### config.mk
export PLATFORM = sky130hd
export DESIGN_NAME = sfp_flash_front
export DESIGN_NICKNAME = d
export VERILOG_FILES = /design/src/hw/sfp_pkg.sv /design/src/hw/sfp_sync.sv /design/src/hw/sfp_param_rom.sv /design/src/hw/sfp_flash_front.sv
export SDC_FILE = /design/constraint.sdc
export NUM_CORES = 1
export LEC_CHECK = 0
export BUFFER_PORTS_ARGS = -buffer_cell sky130_fd_sc_hd__buf_2
export CAP_MARGIN = 15
export CORE_ASPECT_RATIO = 0.8
export CORE_MARGIN = 2
export CORE_UTILIZATION = 65
export DETAILED_ROUTE_END_ITERATION = 6
export GPL_TIMING_DRIVEN = 1
export PLACE_DENSITY_LB_ADDON = 0.25
export REMOVE_ABC_BUFFERS = 1
export SLEW_MARGIN = 20
export SYNTH_ARGS = -nofsm -noshare
export SYNTH_HDL_FRONTEND = slang
export SYNTH_SLANG_ARGS = --single-unit
### constraint.sdc
create_clock -name clock -period 4.96 [get_ports clock]
set_input_delay 1.24 -clock clock [delete_from_list [all_inputs] [get_ports clock]]
set_output_delay 1.24 -clock clock [all_outputs]
set_load 0.01 [all_outputs]
### src/hw/sfp_pkg.sv
// constants of the serial-flash discovery table and power-up sequencing
// assumes a 100 MHz system clock that samples the serial pins
//
// Operation
// [RQ1] table advertises reset 99h after enable 66h
// [RQ2] wrap read opcode C0h in bits 23:16
// [RQ3] wrap length field reads 64h
// [RQ4] block lock supported, opcode 36h bits 09:02
// [RQ5] lock type bit reads 0, volatile
// [RQ6] bit 10 reads 0, locks power-up protected
// [RQ7] maximum supply 2000h at 61h:60h
// [RQ8] minimum supply 1650h at 63h:62h
// [RQ9] unused table locations read FFh
// [RQ10] table read only in 1-1-1, 2-2-2, 4-4-4
// [RQ11] power-up in standby, not deep power-down
// [RQ12] write enable latch cleared at power-up
// [RQ13] below lockout threshold, held reset, commands ignored
// [RQ14] writes wait for both power-up delays
// [RQ15] reads allowed after select delay alone
// [RQ16] host keeps select inactive during power transitions
// [RQ17] table is fixed, read only
package sfp_pkg;

	// ----------------------------------------------------------------
	// timing
	// ----------------------------------------------------------------
	localparam int unsigned CLK_PERIOD_NS     = 10;
	localparam int unsigned WRITE_READY_US    = 1000;
	localparam int unsigned SELECT_READY_US   = 800;
	localparam int unsigned WRITE_READY_CYC   = (WRITE_READY_US * 1000 + CLK_PERIOD_NS - 1)
		/ CLK_PERIOD_NS;
	localparam int unsigned SELECT_READY_CYC  = (SELECT_READY_US * 1000 + CLK_PERIOD_NS - 1)
		/ CLK_PERIOD_NS;

	// ----------------------------------------------------------------
	// table layout
	// ----------------------------------------------------------------
	localparam logic [7:0]  OFS_SUPPLY_WORD   = 8'h60;
	localparam logic [7:0]  OFS_RESET_WORD    = 8'h64;
	localparam logic [7:0]  OFS_LOCK_WORD     = 8'h68;
	localparam logic [7:0]  OFS_TAIL_WORD     = 8'h6C;
	localparam logic [7:0]  BLANK_BYTE        = 8'hFF;
	localparam logic [15:0] SUPPLY_MAX_BCD    = 16'h2000;
	localparam logic [15:0] SUPPLY_MIN_BCD    = 16'h1650; // RQ8
	localparam logic [7:0]  RESET_OPCODE      = 8'h99;
	localparam logic [7:0]  RESET_ENABLE_OP   = 8'h66;
	localparam logic [7:0]  WRAP_OPCODE       = 8'hC0; // RQ2
	localparam logic [7:0]  WRAP_LENGTH       = 8'h64; // RQ3
	localparam logic [7:0]  LOCK_OPCODE       = 8'h36;
	localparam logic        LOCK_NONVOLATILE  = 1'b0; // RQ5
	localparam logic        LOCK_UNPROTECTED  = 1'b0; // RQ6

	localparam logic [31:0] SUPPLY_WORD = {SUPPLY_MIN_BCD, SUPPLY_MAX_BCD};
	// wrap, spare, erase/program suspend, reset opcode, reset, deep down, hold, hw reset
	localparam logic [31:0] RESET_WORD  = {WRAP_LENGTH, WRAP_OPCODE, 4'hF, RESET_OPCODE,
		4'hC};
	// spare, permanent, read lock, otp, default, opcode, type, lock
	localparam logic [31:0] LOCK_WORD   = {16'hFFFF, 2'h3, 1'h0, 1'h0, 1'h1, LOCK_UNPROTECTED,
		LOCK_OPCODE, LOCK_NONVOLATILE, 1'h1};
	localparam logic [31:0] TAIL_WORD   = 32'hFFFFFFFF;

	// ----------------------------------------------------------------
	// command opcodes
	// ----------------------------------------------------------------
	localparam logic [7:0] READ_TABLE_CMD        = 8'h5A;
	localparam logic [7:0] STATUS_READ_CMD       = 8'h05;
	localparam logic [7:0] SET_WRITE_LATCH_CMD   = 8'h06;
	localparam logic [7:0] CLEAR_WRITE_LATCH_CMD = 8'h04;
	localparam logic [7:0] PAGE_PROGRAM_CMD      = 8'h02;
	localparam logic [7:0] QUAD_PAGE_PROGRAM_CMD = 8'h38;
	localparam logic [7:0] BLOCK4K_WIPE_CMD      = 8'h20;
	localparam logic [7:0] HALF_BLOCK_WIPE_CMD   = 8'h52;
	localparam logic [7:0] BLOCK_WIPE_CMD        = 8'hD8;
	localparam logic [7:0] CHIP_WIPE_CMD         = 8'hC7;
	localparam logic [7:0] CHIP_WIPE_ALT_CMD     = 8'h60;
	localparam logic [7:0] STATUS_REG_WRITE_CMD  = 8'h01;
	localparam logic [7:0] SECURITY_REG_WRITE_CMD = 8'h2F;
	localparam logic [7:0] DEEP_DOWN_CMD         = 8'hB9;
	localparam logic [7:0] WAKE_CMD              = 8'hAB;
	localparam logic [7:0] QUAD_ENTER_CMD        = 8'h35;
	localparam logic [7:0] QUAD_EXIT_CMD         = 8'hF5;

	localparam logic [4:0] OPCODE_BITS  = 5'd8;
	localparam logic [4:0] ADDR_BITS    = 5'd24;
	localparam logic [4:0] DUMMY_CLKS   = 5'd8;

	typedef enum logic [2:0] {
		ST_IDLE  = 3'b000,
		ST_CMD   = 3'b001,
		ST_ADDR  = 3'b010,
		ST_DUMMY = 3'b011,
		ST_DATA  = 3'b100,
		ST_DONE  = 3'b101,
		ST_SKIP  = 3'b110
	} sfp_state_e;

endpackage : sfp_pkg

### src/hw/sfp_sync.sv
// two-stage synchroniser bank for pins sampled by the system clock
// assumes every bit is an independent level from outside the domain
`timescale 1ns/1ps
module sfp_sync #(
	parameter int unsigned WIDTH = 1,
	parameter logic [WIDTH-1:0] INIT = '0
) (
	input  wire logic             clock,
	input  wire logic             rst_n,
	input  wire logic [WIDTH-1:0] din,
	output logic      [WIDTH-1:0] dout
);
	logic [WIDTH-1:0] meta_r;

	// first stage feeds only the second
	always_ff @(posedge clock) begin
		if (!rst_n) begin
			meta_r <= INIT;
			dout   <= INIT;
		end else begin
			meta_r <= din;
			dout   <= meta_r;
		end
	end
endmodule : sfp_sync

### src/hw/sfp_param_rom.sv
// fixed discovery parameter table, upper part, byte wide with registered read
// assumes byte addresses inside the 256-byte table space
`timescale 1ns/1ps
module sfp_param_rom (
	input  wire logic       clock,
	input  wire logic       rst_n,
	input  wire logic [7:0] addr,
	input  wire logic       inSpace,
	output logic      [7:0] data
);
	logic [31:0] word;

	// no write path exists: contents are constants
	always_comb begin
		word = sfp_pkg::TAIL_WORD;
		unique case ({addr[7:2], 2'b00})
			sfp_pkg::OFS_SUPPLY_WORD: word = sfp_pkg::SUPPLY_WORD; // RQ7
			sfp_pkg::OFS_RESET_WORD:  word = sfp_pkg::RESET_WORD;  // RQ1
			sfp_pkg::OFS_LOCK_WORD:   word = sfp_pkg::LOCK_WORD;   // RQ4
			default:                  word = sfp_pkg::TAIL_WORD;   // RQ9
		endcase
	end

	always_ff @(posedge clock) begin
		if (!rst_n)
			data <= sfp_pkg::BLANK_BYTE;
		else if (!inSpace)
			data <= sfp_pkg::BLANK_BYTE; // RQ9
		else
			data <= word[{addr[1:0], 3'b000} +: 8]; // RQ17
	end
endmodule : sfp_param_rom

### src/hw/sfp_flash_front.sv
// serial flash front end: command sequencer, table reads, write latch and power-up gating
// assumes rst_n is the supply power-on reset and the serial pins are mode 0
`timescale 1ns/1ps
module sfp_flash_front #(
	parameter int unsigned WRITE_READY_CYC  = sfp_pkg::WRITE_READY_CYC,
	parameter int unsigned SELECT_READY_CYC = sfp_pkg::SELECT_READY_CYC
) (
	input  wire logic       clock,
	input  wire logic       rst_n,
	input  wire logic       sclk,
	input  wire logic       csN,
	input  wire logic [3:0] sioIn,
	input  wire logic       supplyMinOk,
	output logic      [3:0] sioOut,
	output logic      [3:0] sioOe,
	output logic            writeLatch,
	output logic            deepDown,
	output logic            quadMode,
	output logic            readReady,
	output logic            writeReady
);
	// ----------------------------------------------------------------
	// pin sampling
	// ----------------------------------------------------------------
	logic [6:0]  pinSync;
	logic        sclkS;
	logic        csNS;
	logic [3:0]  sioS;
	logic        supS;
	logic        sclkPrev_r;
	logic        csPrev_r;
	logic        sclkRise;
	logic        sclkFall;
	logic        csFall;
	logic        csRise;

	sfp_sync #(
		.WIDTH (7),
		.INIT  (7'h02)
	) u_sync (
		.clock (clock),
		.rst_n (rst_n),
		.din   ({supplyMinOk, sioIn, csN, sclk}),
		.dout  (pinSync)
	);

	assign sclkS = pinSync[0];
	assign csNS  = pinSync[1];
	assign sioS  = pinSync[5:2];
	assign supS  = pinSync[6];

	always_ff @(posedge clock) begin
		if (!rst_n) begin
			sclkPrev_r <= 1'b0;
			csPrev_r   <= 1'b1;
		end else begin
			sclkPrev_r <= sclkS;
			csPrev_r   <= csNS;
		end
	end

	// edges count only while selected, so a free-running host clock is ignored
	assign sclkRise = sclkS & ~sclkPrev_r & ~csNS;
	assign sclkFall = ~sclkS & sclkPrev_r & ~csNS;
	assign csFall   = ~csNS & csPrev_r;
	assign csRise   = csNS & ~csPrev_r;

	// ----------------------------------------------------------------
	// helpers
	// ----------------------------------------------------------------
	function automatic logic [23:0] shiftIn(input logic [23:0] sh, input logic [3:0] sio,
		input logic quad);
		shiftIn = quad ? {sh[19:0], sio} : {sh[22:0], sio[0]};
	endfunction : shiftIn

	// single mode answers on the second lane only
	function automatic logic [3:0] laneOut(input logic [7:0] b, input logic quad);
		laneOut = quad ? b[7:4] : {2'b00, b[7], 1'b0};
	endfunction : laneOut

	// everything that programs, erases or rewrites a register is write-class
	function automatic logic isWriteCmd(input logic [7:0] op);
		unique case (op)
			sfp_pkg::PAGE_PROGRAM_CMD,
			sfp_pkg::QUAD_PAGE_PROGRAM_CMD,
			sfp_pkg::BLOCK4K_WIPE_CMD,
			sfp_pkg::HALF_BLOCK_WIPE_CMD,
			sfp_pkg::BLOCK_WIPE_CMD,
			sfp_pkg::CHIP_WIPE_CMD,
			sfp_pkg::CHIP_WIPE_ALT_CMD,
			sfp_pkg::STATUS_REG_WRITE_CMD,
			sfp_pkg::SECURITY_REG_WRITE_CMD: isWriteCmd = 1'b1;
			default:                         isWriteCmd = 1'b0;
		endcase
	endfunction : isWriteCmd

	// ----------------------------------------------------------------
	// power-up delays
	// ----------------------------------------------------------------
	// rst_n low is the supply below the lockout threshold, so everything clears
	logic [31:0] writeCnt_r;
	logic [31:0] selectCnt_r;

	always_ff @(posedge clock) begin
		if (!rst_n) begin
			writeCnt_r <= 32'h00000000; // RQ13
			writeReady <= 1'b0;
		end else begin
			if (writeCnt_r < WRITE_READY_CYC)
				writeCnt_r <= writeCnt_r + 32'h00000001;
			// both delays must have passed before write-class commands
			// the supply term drops it in the same cycle as readReady on a dip
			writeReady <= (writeCnt_r >= WRITE_READY_CYC) && readReady && supS; // RQ14
		end
	end

	// a dip below the supply minimum restarts the select delay
	always_ff @(posedge clock) begin
		if (!rst_n) begin
			selectCnt_r <= 32'h00000000;
			readReady   <= 1'b0;
		end else if (!supS) begin
			selectCnt_r <= 32'h00000000;
			readReady   <= 1'b0;
		end else begin
			if (selectCnt_r < SELECT_READY_CYC)
				selectCnt_r <= selectCnt_r + 32'h00000001;
			readReady <= selectCnt_r >= SELECT_READY_CYC; // RQ15
		end
	end

	// ----------------------------------------------------------------
	// command sequencer
	// ----------------------------------------------------------------
	sfp_pkg::sfp_state_e state_r;
	logic [23:0] inSh_r;
	logic [4:0]  bitCnt_r;
	logic [7:0]  op_r;
	logic [23:0] addr_r;
	logic        srcStatus_r;
	logic [23:0] nextSh;
	logic [4:0]  step;
	logic [4:0]  nextCnt;
	logic [7:0]  opcode;
	logic        execNow;

	assign step    = quadMode ? 5'd4 : 5'd1;
	assign nextSh  = shiftIn(inSh_r, sioS, quadMode);
	assign nextCnt = bitCnt_r + step;
	assign opcode  = nextSh[7:0];
	assign execNow = csRise && (state_r == sfp_pkg::ST_DONE);

	always_ff @(posedge clock) begin
		if (!rst_n) begin
			state_r     <= sfp_pkg::ST_IDLE;
			inSh_r      <= 24'h000000;
			bitCnt_r    <= 5'h00;
			op_r        <= 8'h00;
			srcStatus_r <= 1'b0;
		end else if (csRise) begin
			state_r <= sfp_pkg::ST_IDLE;
		end else if (csFall) begin
			// selection before the select delay is answered with nothing
			state_r  <= readReady ? sfp_pkg::ST_CMD : sfp_pkg::ST_SKIP; // RQ13
			bitCnt_r <= 5'h00;
		end else if (!readReady) begin
			// a supply dip inside a frame voids the rest of it
			state_r <= sfp_pkg::ST_SKIP; // RQ13
		end else if (sclkRise) begin
			unique case (state_r)
				sfp_pkg::ST_CMD: begin
					inSh_r   <= nextSh;
					bitCnt_r <= nextCnt;
					if (nextCnt == sfp_pkg::OPCODE_BITS) begin
						op_r     <= opcode;
						bitCnt_r <= 5'h00;
						if (deepDown)
							state_r <= (opcode == sfp_pkg::WAKE_CMD) ? sfp_pkg::ST_DONE
								: sfp_pkg::ST_SKIP;
						else if (opcode == sfp_pkg::READ_TABLE_CMD)
							// only single and quad pin modes exist here, both legal
							state_r <= sfp_pkg::ST_ADDR; // RQ10
						else if (opcode == sfp_pkg::STATUS_READ_CMD) begin
							state_r     <= sfp_pkg::ST_DATA;
							srcStatus_r <= 1'b1;
						end else
							state_r <= sfp_pkg::ST_DONE;
					end
				end
				sfp_pkg::ST_ADDR: begin
					inSh_r   <= nextSh;
					bitCnt_r <= nextCnt;
					if (nextCnt == sfp_pkg::ADDR_BITS) begin
						state_r  <= sfp_pkg::ST_DUMMY;
						bitCnt_r <= 5'h00;
					end
				end
				sfp_pkg::ST_DUMMY: begin
					bitCnt_r <= bitCnt_r + 5'd1;
					if (bitCnt_r == sfp_pkg::DUMMY_CLKS - 5'd1) begin
						state_r     <= sfp_pkg::ST_DATA;
						srcStatus_r <= 1'b0;
					end
				end
				// extra clocks after a complete opcode void it
				sfp_pkg::ST_DONE: state_r <= sfp_pkg::ST_SKIP;
				sfp_pkg::ST_IDLE,
				sfp_pkg::ST_DATA,
				sfp_pkg::ST_SKIP: state_r <= state_r;
				default: state_r <= sfp_pkg::ST_SKIP;
			endcase
		end
	end

	// ----------------------------------------------------------------
	// executed command decode
	// ----------------------------------------------------------------
	// one decode feeds the latch and the mode flags, so both act on the same frame
	logic rstArm_r;
	logic doSetLatch;
	logic doClearLatch;
	logic doWrite;
	logic doSoftReset;
	logic doDeepDown;
	logic doWake;
	logic doQuadEnter;
	logic doQuadExit;

	always_comb begin
		doSetLatch   = 1'b0;
		doClearLatch = 1'b0;
		doWrite      = 1'b0;
		doSoftReset  = 1'b0;
		doDeepDown   = 1'b0;
		doWake       = 1'b0;
		doQuadEnter  = 1'b0;
		doQuadExit   = 1'b0;
		if (execNow) begin
			doSetLatch   = (op_r == sfp_pkg::SET_WRITE_LATCH_CMD) && writeReady; // RQ14
			doClearLatch = op_r == sfp_pkg::CLEAR_WRITE_LATCH_CMD;
			// write-class needs an armed latch as well as both delays
			doWrite      = isWriteCmd(op_r) && writeReady && writeLatch; // RQ14
			doSoftReset  = (op_r == sfp_pkg::RESET_OPCODE) && rstArm_r; // RQ1
			doDeepDown   = op_r == sfp_pkg::DEEP_DOWN_CMD;
			doWake       = op_r == sfp_pkg::WAKE_CMD;
			doQuadEnter  = op_r == sfp_pkg::QUAD_ENTER_CMD;
			doQuadExit   = op_r == sfp_pkg::QUAD_EXIT_CMD;
		end
	end

	// ----------------------------------------------------------------
	// write enable latch
	// ----------------------------------------------------------------
	// actions take effect when select rises, as on a real part
	always_ff @(posedge clock) begin
		if (!rst_n) begin
			writeLatch <= 1'b0; // RQ12
		end else if (doSetLatch) begin
			writeLatch <= 1'b1; // RQ14
		end else if (doClearLatch || doWrite || doSoftReset) begin
			// the array itself is not modelled, so a write ends at once
			writeLatch <= 1'b0;
		end
	end

	// ----------------------------------------------------------------
	// modes and software reset
	// ----------------------------------------------------------------
	always_ff @(posedge clock) begin
		if (!rst_n) begin
			deepDown <= 1'b0; // RQ11
			quadMode <= 1'b0;
			rstArm_r <= 1'b0;
		end else if (execNow) begin
			// only the frame right after the enable frame may reset
			rstArm_r <= op_r == sfp_pkg::RESET_ENABLE_OP;
			if (doSoftReset || doWake)
				deepDown <= 1'b0;
			else if (doDeepDown)
				deepDown <= 1'b1;
			if (doSoftReset || doQuadExit)
				quadMode <= 1'b0;
			else if (doQuadEnter)
				quadMode <= 1'b1;
		end else if (csRise) begin
			// an aborted or read command still breaks the reset pair
			rstArm_r <= 1'b0;
		end
	end

	// ----------------------------------------------------------------
	// read data path
	// ----------------------------------------------------------------
	logic [7:0] romData;
	logic [7:0] outSh_r;
	logic [3:0] outCnt_r;
	logic [7:0] curByte;
	logic [7:0] statusByte;

	sfp_param_rom u_rom (
		.clock   (clock),
		.rst_n   (rst_n),
		.addr    (addr_r[7:0]),
		.inSpace (addr_r[23:8] == 16'h0000),
		.data    (romData)
	);

	assign statusByte = {6'h00, writeLatch, 1'b0};
	assign curByte    = srcStatus_r ? statusByte : romData;

	// addresses wrap over the full 24-bit space; rom answers a cycle after each step
	always_ff @(posedge clock) begin
		if (!rst_n)
			addr_r <= 24'h000000;
		else if (sclkRise && state_r == sfp_pkg::ST_DUMMY && bitCnt_r == 5'h00)
			addr_r <= inSh_r;
		else if (sclkFall && state_r == sfp_pkg::ST_DATA && outCnt_r == 4'h0)
			addr_r <= addr_r + 24'h000001;
	end

	always_ff @(posedge clock) begin
		if (!rst_n) begin
			sioOut   <= 4'h0;
			sioOe    <= 4'h0;
			outSh_r  <= 8'h00;
			outCnt_r <= 4'h0;
		// lanes let go as soon as the host deselects or readiness is lost
		end else if (csNS || !readReady || state_r != sfp_pkg::ST_DATA) begin
			sioOe    <= 4'h0;
			outCnt_r <= 4'h0;
		end else if (sclkFall) begin
			sioOe <= quadMode ? 4'hF : 4'h2;
			if (outCnt_r == 4'h0) begin
				sioOut   <= laneOut(curByte, quadMode); // RQ17
				outSh_r  <= quadMode ? {curByte[3:0], 4'h0} : {curByte[6:0], 1'b0};
				outCnt_r <= quadMode ? 4'd4 : 4'd7;
			end else begin
				sioOut   <= laneOut(outSh_r, quadMode);
				outSh_r  <= quadMode ? {outSh_r[3:0], 4'h0} : {outSh_r[6:0], 1'b0};
				outCnt_r <= outCnt_r - step[3:0];
			end
		end
	end
endmodule : sfp_flash_front

======== Yosys cells after proc, flatten, opt, wreduce, memory -nomap -nowiden ========
Index checks and enable logic that the tools add are counted.
storage, ports and cells
  register bits after elaboration ......... 179
  memory bits (writable) .................. 0
  memories ................................ 0
  word-level logic and storage cells ...... 194
  output and inout port bits .............. 13
  input bits .............................. 9
  latch bits .............................. 0
  bits in read-only memories .............. 0
cells by class
  muxes and demuxes ....................... 57
  bitwise operators ....................... 14
  magnitude comparators ................... 4
  div/mod/pow operators ................... 0
  multipliers ............................. 0
  shifts and indexed selects .............. 1
  equality and inequality tests ........... 43
  $add $sub $neg .......................... 6
  reduce and logical (&&, ||, !) cells .... 46
operator list
  cell                   number
  $pmux 32 s3            1
  $mux 24                3
  $add 32x1->32 const B  2
  $ge 32x17->1 const B   2
  $lt 32x17->1 const B   2
  $eq 8x8->1 const B     7
  $eq 8x6->1 const B     4
  $eq 8x7->1 const B     4
  $mux 8                 4
  $shiftx 32x6->8        1
  $mux 3                 10
  $mux 5                 5
  $add 24x1->24 const B  1
  $eq 8x3->1 const B     3
  $mux 1                 24
  $mux 4                 5
  $eq 6x5->1 const B     3
  $logic_not 16->1       1
  $reduce_bool 2->1      8
  $pmux 5 s3             1
  $ne 4x4->1 const B     3
  $pmux 3 s4             1
  $logic_and 1x1->1      11
  $ne 2x2->1 const B     5
  31 further kinds       60

======== Logic depth before layout (Yosys ltp) ========
  depth after elaboration ................. 11
  depth in mapped cells ................... 12
  gate-level depth less buffers ........... 9

======== Hierarchy ========
A second synthesis with hierarchy kept.
second synthesis, totals
  cells, all modules ...................... 973
  area, all modules ....................... 8,349.3 um^2
modules (own cells, without submodules)
  module           instances  sequential area each (um^2)  cells an instance  area each (um^2)
  sfp_flash_front  1          3,083.0                      912                7,627.3
  sfp_sync         1          280.3                        29                 389.1
  sfp_param_rom    1          160.2                        32                 332.8

======== Least setup slack after synthesis ========
Ideal clock, no wire load.
  kind .................................... register -> register
  start ................................... register quadMode
  end ..................................... register state_r[1]
  cell stages (with the launch flop) ...... 12
  path slack .............................. 1.781 ns
  clock period less this slack ............ 3.179 ns
  arrival time ............................ 3.063 ns
  cell sequence ........................... dfxtp_1 buf_2 buf_2 inv_1 ha_1 ha_1 xor2_1 nor3_1 nand2_1 o31ai_2 or4b_1 and3_1
on the way
  word-level cells in the longest chain between the ends .. 9
  elaborated cells between the ends (all ways) .. 18
ends and longest elaborated chain
  element                                          line                                            RTL
  start: declaration                               sfp_flash_front.sv:18                           output logic quadMode,
  start signal: assignment                         sfp_flash_front.sv:272                          quadMode <= 1'b0;
  start signal: assignment                         sfp_flash_front.sv:282                          quadMode <= 1'b0;
  start signal: assignment                         sfp_flash_front.sv:284                          quadMode <= 1'b1;
  $mux 24                                          sfp_flash_front.sv:73                           shiftIn = quad ? {sh[19:0], sio} : {sh[22:0], sio[0]};
  $eq 8x7->1 / $eq 8x8->1 (equally long branches)  sfp_flash_front.sv:180, sfp_flash_front.sv:178
  $mux 3 / $mux 2 (equally long branches)          sfp_flash_front.sv:180, sfp_flash_front.sv:178
  $mux 3                                           sfp_flash_front.sv:177                          if (deepDown)
  $mux 3                                           sfp_flash_front.sv:174                          if (nextCnt == sfp_pkg::OPCODE_BITS) begin
  $pmux 3 s4                                       sfp_flash_front.sv:170                          unique case (state_r)
  $mux 3                                           sfp_flash_front.sv:169                          end else if (sclkRise) begin
  $mux 3                                           sfp_flash_front.sv:166                          end else if (!readReady) begin
  $mux 3                                           sfp_flash_front.sv:162                          end else if (csFall) begin
  end signal: assignment                           sfp_flash_front.sv:161                          state_r <= sfp_pkg::ST_IDLE;
  end signal: assignment                           sfp_flash_front.sv:164                          state_r <= readReady ? sfp_pkg::ST_CMD : sfp_pkg::ST_SKIP;
  end signal: assignment                           sfp_flash_front.sv:168                          state_r <= sfp_pkg::ST_SKIP;
  end: declaration                                 sfp_flash_front.sv:135                          sfp_pkg::sfp_state_e state_r;
Parallel ways exist; a longest one is shown, timed or not. The select of a mux whose other input is x is not followed.
A chain may end at the register's enable or synchronous reset.

======== Worst setup path after layout ========
  start ................................... register quadMode
  end ..................................... register op_r[1]
on the way
  word-level cells in the longest chain between the ends .. 4
  elaborated cells between the ends (all ways) .. 5
ends and longest elaborated chain
  element                            line                    RTL
  $mux 3                             sfp_flash_front.sv:147  assign step = quadMode ? 5'd4 : 5'd1;
  $add 5x3->5                        sfp_flash_front.sv:149  assign nextCnt = bitCnt_r + step;
  $eq 5x4->1                         sfp_flash_front.sv:174
  $reduce_and 6->1 (no source line)  --
  end signal: assignment             sfp_flash_front.sv:175  op_r <= opcode;
  end: declaration                   sfp_flash_front.sv:138  logic [7:0] op_r;
Parallel ways exist; a longest one is shown, timed or not.

==> flow_summary.yaml <==
timing:
  fmax_ghz: 0.3418
  finalCritPeriodShare_pct: 58.98
  rsz0062_at_grt: "false"
  fin_skew_ns: 0.01012
  holdWs_ns: 0.4080
  finalSetupViolCount: 0
  worst_pin_slew_ns: 0.8772
  period_minus_slack_ns: 2.925
  final_hold_viol_count: 0
  finalWorstSetupSlack_ns: 2.035
  max-slew-margin-rel_pct: 41.35
  finalSetupTns_ns: 0
  slew_viol_final: 0
placed_design:
  pre_cts_ws_ns: 2.078
  place_area_um2: 8389
  port_buffers: 21
  gp_congestion: 0.8505
  hpwl_um: 11420
global_routing:
  met2_usage_pct: 41.29
  grt_pass1_vias: 6355
  grt_overflow: 0
  grt_util_met3_pct: 5.632
  top_usage_layer: "met2"
  grt_usage_pct: 27.04
  grt_pass1_wl_um: 30170
  antenna_found_initial: 0
  grt_max_degree: 65
  use_met1_pct: 38.08
final_layout:
  layout_commonest_cell: "dfxtp_1"
  synthToLayoutAreaGrowth_pct: 8.625
  diodes: 0
  drive_above_1_share_pct: 8.195
  final_nets: 976
  final_cell_mix: "dfxtp_1, nor2_1, nand2_1"
  fin_area_um2: 8982
clock_network:
  htree_levels: 4
  cts-hold-fix-buffers: 0
  post_cts_buffers: 0
  clockBufferDepth: 2
  cts-buffers-inserted: 17
  cts_tree: "yes"
  clk_latency_ns: 0.43
  clock-sinks: 176
  path_clk_slew_ns: 0.07
  cts_root_buf: "clkbuf_16"
  ctsResizeCount: 0
drt:
  drc: 0
  wl_per_cell_um: 15.61
  num_vias: 6911
  firstDrtPassIters: 5
  ant_nets: 0
  drt_iter0_drc: 697
  post_drt_via_cell_ratio: 6.089
  drt-total-wl_um: 17720
power_and_ir_drop:
  power.static_leakage_uw: 0.003188
  worst_ir_drop_vdd_mv: 0.2720
  powerDensity_nw_per_um2: 314.8
synthesis:
  synth.distinct_cells: 69
  ys_ff_latch: 176
  synth_top_flop_cell: "dfxtp_1"
  synth_compound_area_share_pct: 16.07
  synth_top_family_by_area: "simple AND/OR/NAND/NOR gates"
  synth_adder_area_share_pct: 2.270
  ys_warn_count: 0
  syn_area_per_cell_um2: 8.543
  seq_area_frac_synth_pct: 42.61
  synthCells: 968
  synthMuxAreaShare_pct: 5.023
  syn_area_um2: 8269
  synth-async-reset-ratio_pct: 0
  synth-simple-area-share_pct: 26.07
  synth_edf_count: 0
  synth_xor_area_share_pct: 3.707
hold_path:
  min_path_type: "flip-flop to flip-flop"
critical_path:
  critPathArrivalTime_ns: 3.26
  timing_worst_setup_path_type: "flip-flop to flip-flop"
  worst_setup_path_start_kind: "flip-flop"
  worstSetupEndpointType: "flip-flop"
  critPathMaxFanout: 15
  cp_data_required_time_ns: 5.29
die:
  die_h_um: 104.9
  core_um2: 12300
  die_w_um: 130.1
  ios: 22
  dieArea_um2: 13650
  initial_utilization_pct: 67.25
  num_rows: 36
status:
  outcome: "finished clean"
run:
  cap_violations: 0
power by group:
part	switching, uW	leakage [uW]	internal (uW)
combinational	37.0	0.00148	20.1
sequential	13.1	0.00142	1420
clock	617	0.000288	718
worst paths after layout:
path,slack [ns],startpoint,end,cells after the start
max,2.03,quadMode,op_r[1],9
min,0.41,u_sync.meta_r[1],u_sync.dout[1],1
max reg2reg,2.03,quadMode,op_r[1],9
min reg2reg,0.41,u_sync.meta_r[1],u_sync.dout[1],1
cells in the mapped netlist, types with 5 or more instances:
cell type	number	area share, %
a211oi_1	41	3.7
a21oi_1	56	3.4
a221oi_1	5	0.53
a22oi_1	6	0.54
a31oi_1	10	0.76
a32oi_1	7	0.74
and2_1	31	2.3
and3_1	27	2.0
and4_1	8	0.85
buf_1	5	0.23
buf_2	7	0.42
clkbuf_1	47	2.1
dfxtp_1	176	43
ha_1	15	2.3
inv_1	27	1.2
mux2i_1	37	4.5
nand2_1	59	2.7
nand2b_1	10	0.76
nand3_1	38	2.3
nand4_1	16	1.2
nor2_1	127	5.8
nor2b_1	8	0.61
nor3_1	28	1.7
nor3b_1	7	0.64
nor4_1	19	1.4
o21ai_0	32	1.9
or3_1	8	0.61
or4_1	6	0.54
xnor2_1	17	1.8
xor2_1	18	1.9
per-layer routing:
layer	part of all wire, %	wire, um
met1	48	8545
met2	45	7952
met3	5.4	957
met4	1.5	265
met5	0	0
state kept, by name, indices dropped and copies added, names as in the netlist, 4 cells and up:
register and flops:
selectCnt_r 32, inSh_r 24, bitCnt_r 5, addr_r 24, u_rom.data 8, u_sync.meta_r 7
u_sync.dout 7, outSh_r 7, outCnt_r 4, sioOut 4, op_r 8, writeCnt_r 32
through the flow:
stage,power (uW),instances,util (%)
after CTS,2845,1135,73.05
after global routing,2916,1135,73.05
after global placement,1523,1104,68.22
after floorplan,1500,906,-
final,2827,1135,73.05
after detailed placement,1524,1104,68.22
cell type report:
type | count | area [um2]
timing repair buffer | 27 | 150.1
clock buffer | 17 | 425.4
inverter | 27 | 101.3
multi-input combinational | 703 | 4399
sequential | 176 | 3525
clock inverter | 14 | 167.7
tap | 171 | 214.0
fill | 930 | 3314
critical path, stage by stage (launching register included):
cell and delay, ns:
dfxtp_2 0.37, inv_1 0.11, ha_1 0.23, ha_1 0.22
xor2_1 0.18, nor3_1 0.40, nand3_1 0.23, nor4_4 0.72
nor2_1 0.12, a211oi_1 0.25
logic make-up after synthesis:
family                     after synthesis
xor gates and xnor gates                35
buffers and inverters                   89
muxes                                   41
and+or+nand+nor                        414
DFF                                    176
adders and majority gates               15
AOI/OAI and AO/OA                      198
(Power assumes the default switching activity.)
